`src/verilog/pcs_defs.svh`:
```
// Constants for the cycle servicing and power-off supervisor.
// Functional notes
// [RULE_01] Servicing runs once per cycle, at cycle end, right after I/O refresh.
// [RULE_02] Default: each of five services gets 4% of previous cycle time.
// [RULE_03] Fixed option: one uniform time 0.0 to 25.5 ms in 0.1 ms steps.
// [RULE_04] Software keeps default share unless servicing is spread and delayed.
// [RULE_05] Servicing longer than default share lengthens the cycle accordingly.
// [RULE_06] Fixed servicing settings cannot change in run or monitor mode.
// [RULE_07] Task disabled: stop program on power loss; enabled: run power-off task.
// [RULE_08] Power-off task ends when hold time elapses, at most 10 ms.
// [RULE_09] User keeps power-off task under 10 ms minus detection delay.
// [RULE_10] Below 85% supply, wait set delay 0 to 10 ms, then stop program.
// [RULE_11] Detection delay and task enable are locked in run or monitor mode.
// [RULE_12] Interrupt-task refresh or memory access of cyclic unit raises error flag.
// [RULE_13] Program refreshes non-cyclic units at least every 11 seconds.
// [RULE_14] Conflict errors are detected only when detection setting is 0.
// [RULE_15] Cycle time is measured in 0.1 ms ticks; budget uses previous cycle.
`ifndef PCS_DEFS_SVH
`define PCS_DEFS_SVH
`define PCS_CLK_PERIOD_PS 5000
`define PCS_TICK_US 100
`define PCS_TICK_CYC ((`PCS_TICK_US * 1000000) / `PCS_CLK_PERIOD_PS)
`define PCS_HOLD_MAX_TICKS 16'h0064
`define PCS_DELAY_MAX_TICKS 8'h64
`define PCS_FIXED_MAX 8'hFF
`define PCS_SHARE_PCT 16'h0004
`define PCS_PCT_DIV 16'h0064
`define PCS_NUM_SVC 3'h5
`define PCS_NUM_UNITS 7'h60
`define PCS_RST_DELAY 8'h00
`define PCS_RST_FIXED 8'h00
`endif

```
`src/verilog/pcs_pkg.sv`:
```
// Types for the cycle servicing and power-off supervisor.
package pcs_pkg;
  typedef enum logic [2:0] {
    PCS_PROG    = 3'b000,
    PCS_REFRESH = 3'b001,
    PCS_SERVICE = 3'b011,
    PCS_DONE    = 3'b010
  } pcs_phase_t;
  typedef enum logic [1:0] {
    PCS_PWR_OK   = 2'b00,
    PCS_PWR_WAIT = 2'b01,
    PCS_PWR_TASK = 2'b11,
    PCS_PWR_DOWN = 2'b10
  } pcs_pwr_t;
  typedef enum logic [1:0] {
    PCS_MODE_PROGRAM = 2'b00,
    PCS_MODE_MONITOR = 2'b01,
    PCS_MODE_RUN     = 2'b10
  } pcs_mode_t;
endpackage

```
`src/verilog/pcs_supervisor.sv`:
```
// Cycle-end servicing budget, power interruption handling and refresh conflict checks.
`timescale 1ns/1ps
`default_nettype none
`include "pcs_defs.svh"
module pcs_supervisor (
  // Clock and reset.
  input  wire logic                ref_clk_in,
  input  wire logic                srst_in,
  // Operating mode and settings.
  input  wire pcs_pkg::pcs_mode_t  op_mode_in,
  input  wire logic                cfg_wr_in,
  input  wire logic                cfg_fixed_en_in,
  input  wire logic [7:0]          cfg_fixed_time_in,
  input  wire logic                cfg_pwr_task_en_in,
  input  wire logic [7:0]          cfg_pwr_delay_in,
  input  wire logic                cfg_err_detect_n_in,
  // Cycle phases from the CPU.
  input  wire logic                io_refresh_done_in,
  input  wire logic                cycle_start_in,
  // Power monitor pin.
  input  wire logic                low_voltage_in,
  // Interrupt-task unit accesses.
  input  wire logic                int_unit_access_in,
  input  wire logic [6:0]          int_unit_num_in,
  input  wire logic                cyc_refresh_dis_wr_in,
  input  wire logic [6:0]          cyc_refresh_dis_unit_in,
  input  wire logic                cyc_refresh_dis_val_in,
  input  wire logic                err_flag_clr_in,
  // Servicing outputs.
  output logic                     service_active_out,
  output logic [2:0]               service_sel_out,
  output logic [15:0]              service_budget_out,
  output logic [15:0]              last_cycle_ticks_out,
  output logic                     cycle_extend_out,
  // Power-off outputs.
  output logic                     program_stop_out,
  output logic                     pwr_task_run_out,
  // Status outputs.
  output logic                     cfg_rejected_out,
  output logic                     interrupt_task_error_flag_out
);
  import pcs_pkg::*;
  typedef struct packed {
    pcs_phase_t  phase;
    pcs_pwr_t    pwr;
    logic [1:0]  lv_sync;
    logic        fixed_en;
    logic [7:0]  fixed_time;
    logic        task_en;
    logic [7:0]  delay;
    logic [15:0] cyc_cnt;
    logic [15:0] last_cyc;
    logic [15:0] svc_cnt;
    logic [15:0] budget;
    logic [2:0]  svc_sel;
    logic [15:0] pwr_cnt;
    logic        extend;
    logic        stop;
    logic        task_run;
    logic        rejected;
    logic        err_flag;
    logic [95:0] refresh_dis;
    logic        active;
  } pcs_sup_st_t;
  pcs_sup_st_t s_q;
  pcs_sup_st_t s_d;
  logic        tick;
  logic        locked;
  logic [15:0] def_share;
  logic        conflict;

  pcs_tick u_tick (
    .ref_clk_in (ref_clk_in),
    .srst_in    (srst_in),
    .tick_out   (tick)
  );

  // Default share in 0.1 ms ticks, from a cycle length in ticks.
  function automatic logic [15:0] pcs_share(input logic [15:0] cyc);
    logic [31:0] prod;
    prod = 32'(cyc) * 32'(`PCS_SHARE_PCT);
    pcs_share = 16'(prod / 32'(`PCS_PCT_DIV));
  endfunction

  assign locked    = (op_mode_in != PCS_MODE_PROGRAM);
  assign def_share = pcs_share(s_q.last_cyc); // [RULE_02] [RULE_15]
  assign conflict  = int_unit_access_in && (int_unit_num_in < `PCS_NUM_UNITS) &&
                     !s_q.refresh_dis[int_unit_num_in];

  always_comb begin
    s_d = s_q;
    s_d.lv_sync = {s_q.lv_sync[0], low_voltage_in};
    s_d.rejected = 1'b0;
    // Settings other than cfg_err_detect_n_in and the cyclic refresh-disable bits are taken only in program mode.
    if (cfg_wr_in) begin
      if (locked) begin
        s_d.rejected = 1'b1; // [RULE_06] [RULE_11]
      end else begin
        s_d.fixed_en   = cfg_fixed_en_in;
        s_d.fixed_time = cfg_fixed_time_in; // [RULE_03]
        s_d.task_en    = cfg_pwr_task_en_in;
        s_d.delay      = (cfg_pwr_delay_in > `PCS_DELAY_MAX_TICKS) ?
                         `PCS_DELAY_MAX_TICKS : cfg_pwr_delay_in;
      end
    end
    if (cyc_refresh_dis_wr_in && (cyc_refresh_dis_unit_in < `PCS_NUM_UNITS)) begin
      s_d.refresh_dis[cyc_refresh_dis_unit_in] = cyc_refresh_dis_val_in;
    end
    // Set wins over clear.
    if (err_flag_clr_in) begin
      s_d.err_flag = 1'b0;
    end
    if (conflict && !cfg_err_detect_n_in) begin
      s_d.err_flag = 1'b1; // [RULE_12] [RULE_14]
    end
    if (tick) begin
      s_d.cyc_cnt = s_q.cyc_cnt + 16'h0001;
    end
    // Cycle phase sequence.
    case (s_q.phase)
      PCS_PROG: begin
        if (cycle_start_in) begin
          s_d.phase = PCS_REFRESH;
        end
      end
      PCS_REFRESH: begin
        if (io_refresh_done_in) begin
          s_d.phase   = PCS_SERVICE; // [RULE_01]
          s_d.svc_sel = 3'h0;
          s_d.svc_cnt = 16'h0000;
          s_d.budget  = s_q.fixed_en ? {8'h00, s_q.fixed_time} : def_share;
          s_d.extend  = s_q.fixed_en && ({8'h00, s_q.fixed_time} > def_share); // [RULE_05]
        end
      end
      PCS_SERVICE: begin
        if (tick) begin
          s_d.svc_cnt = s_q.svc_cnt + 16'h0001;
        end
        if (s_q.svc_cnt >= s_q.budget) begin
          s_d.svc_cnt = 16'h0000;
          if (s_q.svc_sel == `PCS_NUM_SVC - 3'h1) begin
            s_d.phase = PCS_DONE;
          end else begin
            s_d.svc_sel = s_q.svc_sel + 3'h1;
          end
        end
      end
      PCS_DONE: begin
        s_d.last_cyc = s_q.cyc_cnt; // [RULE_15]
        s_d.cyc_cnt  = 16'h0000;
        s_d.extend   = 1'b0;
        s_d.phase    = PCS_PROG;
      end
      default: s_d.phase = PCS_PROG;
    endcase
    // Registered copy of the servicing phase, so the output comes from a flip-flop.
    s_d.active = (s_d.phase == PCS_SERVICE); // [RULE_01]
    // Power interruption handling.
    case (s_q.pwr)
      PCS_PWR_OK: begin
        s_d.pwr_cnt = 16'h0000;
        if (s_q.lv_sync[1]) begin
          s_d.pwr = PCS_PWR_WAIT;
        end
      end
      PCS_PWR_WAIT: begin
        if (tick) begin
          s_d.pwr_cnt = s_q.pwr_cnt + 16'h0001;
        end
        if (!s_q.lv_sync[1]) begin
          s_d.pwr = PCS_PWR_OK;
        end else if (s_q.pwr_cnt >= {8'h00, s_q.delay}) begin
          s_d.stop = 1'b1; // [RULE_10]
          if (s_q.task_en) begin
            s_d.task_run = 1'b1; // [RULE_07]
            s_d.pwr      = PCS_PWR_TASK;
          end else begin
            s_d.pwr = PCS_PWR_DOWN;
          end
        end
      end
      PCS_PWR_TASK: begin
        if (tick) begin
          s_d.pwr_cnt = s_q.pwr_cnt + 16'h0001;
        end
        if (s_q.pwr_cnt >= `PCS_HOLD_MAX_TICKS) begin
          s_d.task_run = 1'b0; // [RULE_08]
          s_d.pwr      = PCS_PWR_DOWN;
        end
      end
      PCS_PWR_DOWN: s_d.pwr = PCS_PWR_DOWN;
      default: s_d.pwr = PCS_PWR_OK;
    endcase
  end

  always_ff @(posedge ref_clk_in) begin
    if (srst_in) begin
      s_q            <= '0;
      s_q.phase      <= PCS_PROG;
      s_q.pwr        <= PCS_PWR_OK;
      s_q.delay      <= `PCS_RST_DELAY;
      s_q.fixed_time <= `PCS_RST_FIXED;
    end else begin
      s_q <= s_d;
    end
  end

  assign service_active_out            = s_q.active;
  assign service_sel_out               = s_q.svc_sel;
  assign service_budget_out            = s_q.budget;
  assign last_cycle_ticks_out          = s_q.last_cyc;
  assign cycle_extend_out              = s_q.extend;
  assign program_stop_out              = s_q.stop;
  assign pwr_task_run_out              = s_q.task_run;
  assign cfg_rejected_out              = s_q.rejected;
  assign interrupt_task_error_flag_out = s_q.err_flag;

  service_after_refresh_a: assert property (@(posedge ref_clk_in) disable iff (srst_in) // [RULE_01]
    (s_q.phase == PCS_REFRESH && io_refresh_done_in) |=> service_active_out)
    else $error("servicing did not follow I/O refresh");
  locked_cfg_kept_a: assert property (@(posedge ref_clk_in) disable iff (srst_in) // [RULE_06]
    (cfg_wr_in && locked) |=> ($stable(s_q.fixed_time) && $stable(s_q.delay) && cfg_rejected_out))
    else $error("setting changed while locked");
  budget_source_a: assert property (@(posedge ref_clk_in) disable iff (srst_in) // [RULE_02]
    (s_q.phase == PCS_REFRESH && io_refresh_done_in && !s_q.fixed_en)
      |=> service_budget_out == $past(def_share))
    else $error("default budget not 4 percent of last cycle");
  error_set_a: assert property (@(posedge ref_clk_in) disable iff (srst_in) // [RULE_12]
    (conflict && !cfg_err_detect_n_in) |=> interrupt_task_error_flag_out)
    else $error("conflict did not set error flag");
  error_gated_a: assert property (@(posedge ref_clk_in) disable iff (srst_in) // [RULE_14]
    (!interrupt_task_error_flag_out && cfg_err_detect_n_in) |=> !interrupt_task_error_flag_out)
    else $error("error flag set with detection off");
  task_bound_a: assert property (@(posedge ref_clk_in) disable iff (srst_in) // [RULE_08]
    pwr_task_run_out |-> s_q.pwr_cnt <= `PCS_HOLD_MAX_TICKS)
    else $error("power-off task outlived hold time");
  no_task_disabled_a: assert property (@(posedge ref_clk_in) disable iff (srst_in) // [RULE_07]
    $rose(program_stop_out) |-> (pwr_task_run_out == $past(s_q.task_en)))
    else $error("power-off task launch disagrees with enable");
  stop_after_delay_a: assert property (@(posedge ref_clk_in) disable iff (srst_in) // [RULE_10]
    $rose(program_stop_out) |-> $past(s_q.pwr_cnt) >= {8'h00, $past(s_q.delay)})
    else $error("program stopped before detection delay");
endmodule
`default_nettype wire

```
`src/verilog/pcs_tick.sv`:
```
// Divider that marks every 0.1 ms on the system clock.
`timescale 1ns/1ps
`default_nettype none
`include "pcs_defs.svh"
module pcs_tick (
  // Clock and reset.
  input  wire logic ref_clk_in,
  input  wire logic srst_in,
  // Tick pulse.
  output logic      tick_out
);
  import pcs_pkg::*;
  localparam logic [15:0] LAST = 16'(`PCS_TICK_CYC - 1);
  typedef struct packed {
    logic [15:0] cnt;
    logic        tick;
  } pcs_tick_st_t;
  pcs_tick_st_t s_q;
  pcs_tick_st_t s_d;
  always_comb begin
    s_d = s_q;
    s_d.tick = (s_q.cnt == LAST);
    s_d.cnt = s_d.tick ? 16'h0000 : s_q.cnt + 16'h0001;
  end
  always_ff @(posedge ref_clk_in) begin
    if (srst_in) begin
      s_q <= '0;
    end else begin
      s_q <= s_d;
    end
  end
  assign tick_out = s_q.tick;
  tick_period_a: assert property (@(posedge ref_clk_in) disable iff (srst_in)
    tick_out |=> !tick_out) else $error("tick pulse lasted more than one cycle"); // [RULE_15]
endmodule
`default_nettype wire

```
`config.mk`:
```
export PLATFORM = sky130hd
export DESIGN_NAME = pcs_supervisor
export DESIGN_NICKNAME = d
export VERILOG_FILES = /design/src/verilog/pcs_pkg.sv /design/src/verilog/pcs_supervisor.sv /design/src/verilog/pcs_tick.sv
export VERILOG_INCLUDE_DIRS = /design/src /design/src/verilog
export SDC_FILE = /design/constraint.sdc
export NUM_CORES = 1
export LEC_CHECK = 0
export BUFFER_PORTS_ARGS = -buffer_cell sky130_fd_sc_hd__buf_4
export CORE_MARGIN = 4
export CORE_UTILIZATION = 45
export CTS_CLUSTER_DIAMETER = 80
export DETAILED_ROUTE_END_ITERATION = 12
export GPL_ROUTABILITY_DRIVEN = 0
export GPL_TIMING_DRIVEN = 0
export PLACE_DENSITY = 0.63
export SLEW_MARGIN = 20
export SYNTH_ARGS = -nofsm -noshare
export SYNTH_HDL_FRONTEND = slang
export SYNTH_SLANG_ARGS = --single-unit
```
`constraint.sdc`:
```
create_clock -name ref_clk_in -period 19.3 [get_ports ref_clk_in]
set_input_delay 0.965 -clock ref_clk_in [delete_from_list [all_inputs] [get_ports ref_clk_in]]
set_output_delay 0.965 -clock ref_clk_in [all_outputs]
set_load 0.03 [all_outputs]
```
==> reports/metrics.yaml <==
place:
  numPortBuffers: 78
  dp.cells: 2220
  hpwl_mm: 27.2
route:
  drt_iter0_drc: 1075
  wire_per_inst_um: 16.7
  viasPerCell: 5.67
  routed_wirelength_mm: 37.7
  antenna_left: 0
  drt-pass1-iter-count: 5
  drc: 0
  vias: 12800
hold_path:
  worstHoldPathCells: 1
  min-delay-start: "s_d[204]"
  holdPathEnd: "s_q[204]"
  hold_path_class: "flip-flop to flip-flop"
grt:
  grt.overflow.total: 0
  busiest_layer: "met2"
  antenna_found_initial: 0
  gr-usage-met3_pct: 2.58
  grt_max_degree: 15
  track_usage_pct: 22.1
  grt_pass1_vias: 12000
  grt.met2_usage_pct: 37.8
  grt_pass1_wl_mm: 61.3
  grt_util_met1_pct: 29.6
layout:
  finalNonFillerCells: 2261
  diodes: 0
  fillerInstances: 2918
  area_growth_syn_to_layout_pct: 14.3
  drive_gt1_share_pct: 13.8
  final_nets: 1936
setup_path:
  crit_path_end_kind: "flip-flop"
  worst_setup_path_start_kind: "flip-flop"
  crit_slowest_cell: "o31ai_1"
  rr_worst_depth: 32
  required_ps: 19690
  worstPathMaxFanout: 10
  r2r_setup_slack_ps: 10920
  crit_top_cell: "a21oi_1"
  crit_arrival_ps: 8770
  reg2reg_to: "cycle_extend_out"
  reg2reg_from: "last_cycle_ticks_out[13]"
  worstSetupPathType: "flip-flop to flip-flop"
  slowest_delay_ps: 660
synthesis:
  yosysSeqAreaShare_pct: 33.2
  ys_async_sr_fraction_pct: 0
  synth-edff-count: 0
  synth_flop_cell: "dfxtp_1"
  yosys_warnings: 0
  ys_ff_latch: 223
  syn_inst: 1747
  netlist_area_um2: 13400
  yosysUniqueCellTypes: 103
  avgSynthCellArea_um2: 7.69
cts:
  ctsRootBufferMaster: "clkbuf_16"
  cts_buffers: 24
  clk_pin_slew_ps: 60
  htree_levels: 1
  cts_resized: 0
  clk_path_buf_depth: 3
  cts_tree: "built"
  clk_latency_ps: 530
  ctsHoldBuffers: 0
  cts_num_sinks: 223
  cts_setup_buffers: 0
pwr:
  power_density_nw_per_um2: 64.7
  max-vdd-ir-drop_mv: 0.0626
  leakagePower_nw: 5.37
  p_total_uw: 994
timing:
  slew_headroom_pct: 26.1
  hold_violations: 0
  worstMarginPinSlew_ps: 1110
  rsz0062_at_grt: "false"
  setup_viol: 0
  drv_slew: 0
  fin_crit_sh_pct: 43.4
  clock_skew_ps: 22.4
  fmax_mhz: 119
  min_period_ps: 8380
  fin_tns_setup_ps: 0
floorplanning:
  initial_utilization_pct: 45.5
  core_area_um2: 29600
  dieArea_um2: 32700
  ioPinCount: 86
  die_w_um: 181
  rows: 63
  die_y_um: 181
flow_run:
  maxCapViolCount: 0
run_status:
  status: "finished clean"
## synth_stat cells, types with 12 or more instances
| cell | instances | area share [%] |
|---|---|---|
| or2_2 | 13 | 0.61 |
| o21ai_0 | 61 | 2.3 |
| dfxtp_1 | 223 | 33 |
| nand2_1 | 317 | 8.9 |
| xnor2_1 | 23 | 1.5 |
| inv_1 | 45 | 1.3 |
| or3_1 | 18 | 0.84 |
| clkbuf_1 | 78 | 2.2 |
| a22oi_1 | 15 | 0.84 |
| nand2b_1 | 21 | 0.98 |
| ha_1 | 35 | 3.3 |
| buf_4 | 41 | 2.3 |
| xor2_1 | 26 | 1.7 |
| nor2_1 | 156 | 4.4 |
| mux4_2 | 30 | 5.0 |
| nor3_1 | 32 | 1.2 |
| nor2b_1 | 17 | 0.79 |
| and2_1 | 15 | 0.70 |
| o211ai_1 | 12 | 0.67 |
| nand3_1 | 115 | 4.3 |
| a21oi_1 | 183 | 6.8 |
| nand4_1 | 25 | 1.2 |
## power breakdown
part	internal (mW)	switching, mW	total, mW
clock	0.283	0.189	0.472
sequential	0.463	0.00196	0.465
combinational	0.0182	0.0387	0.0569
total	0.764	0.230	0.994
## critical path: cells and delay by family (launching register included)
kind,cells,cell delay [ps]
multiplexers,1,140
buffers and inverters,2,480
flip-flops,1,490
AO/OA/AOI/OAI,18,5390
adder cells (fa/ha/maj),2,580
AND/OR/NAND/NOR,9,1130
## final cells by class
type / count / area, um2 / share of cell area [%]
Tap cell: 390 / 488 / 3.18
Clock buffer: 30 / 663 / 4.32
Multi-Input combinational cell: 1341 / 8110 / 52.8
Buffer: 141 / 726 / 4.72
Sequential cell: 223 / 4460 / 29.1
Inverter: 46 / 178 / 1.16
Timing Repair Buffer: 79 / 593 / 3.86
Clock inverter: 11 / 146 / 0.953
## worst max path at each step
stage	endpoint	from	cells past startpoint
2_1_floorplan	cycle_extend_out	last_cycle_ticks_out[14]	36
3_3_place_gp	cycle_extend_out	last_cycle_ticks_out[10]	35
3_5_place_dp	cycle_extend_out	last_cycle_ticks_out[13]	32
4_1_cts	cycle_extend_out	last_cycle_ticks_out[13]	32
5_1_grt	cycle_extend_out	last_cycle_ticks_out[10]	33
6_report	cycle_extend_out	last_cycle_ticks_out[13]	32
## kinds of logic (layout without fill, tap and decap cells)
kind of cell,after synthesis,after routing,synth area share (%)
other,1,5,0.0279
adders and majority gates,39,39,3.56
xor gates and xnor gates,51,51,3.52
DFF,223,223,33.2
muxes,42,42,6.05
buffers and inverters,187,307,6.70
AOI/OAI and AO/OA,413,413,19.7
and+or+nand+nor,791,791,27.2
## state kept, by name, indices dropped and copies added, names as in the netlist
signal / flops
service_budget_out: 12
service_active_out: 1
last_cycle_ticks_out: 16
cfg_rejected_out: 1
interrupt_task_error_flag_out: 1
s_d: 1
s_q: 168
pwr_task_run_out: 1
program_stop_out: 1
service_sel_out: 3
u_tick.s_q: 16
cycle_extend_out: 1
u_tick.tick_out: 1
## placed cells by master (no fill, tap or decap), drive strengths merged, types with 17 or more instances in the layout
cell    count
inv        45
clkbuf    111
nor2      157
nand2b     21
nor3       33
a21oi     186
nand2     319
nand4      25
mux4       30
dfxtp     223
xor2       26
ha         35
xnor2      25
nand3     115
buf       139
nor2b      17
or3        19
o21ai      67
or2        17
## metrics by stage
| stage | setup WS, ps | instance area, um2 | util [%] | hold WS [ps] |
|---|---|---|---|---|
| after floorplan | 12230 | 13500 | - | 414 |
| after global placement | 11200 | 14500 | 49.2 | 426 |
| after detailed placement | 11140 | 14600 | 49.2 | 435 |
| after CTS | 11070 | 15400 | 52.0 | 449 |
| after global routing | 10400 | 15400 | 52.0 | 468 |
| final | 10920 | 15400 | 52.0 | 442 |
## per-layer routing
layer  part of all wire, %  wire length (um)
met1                    45             16800
met2                    48             18200
met3                   4.7              1780
met4                   2.5               954
met5                     0                 0
Note: power is estimated with default switching activity, not from simulation.
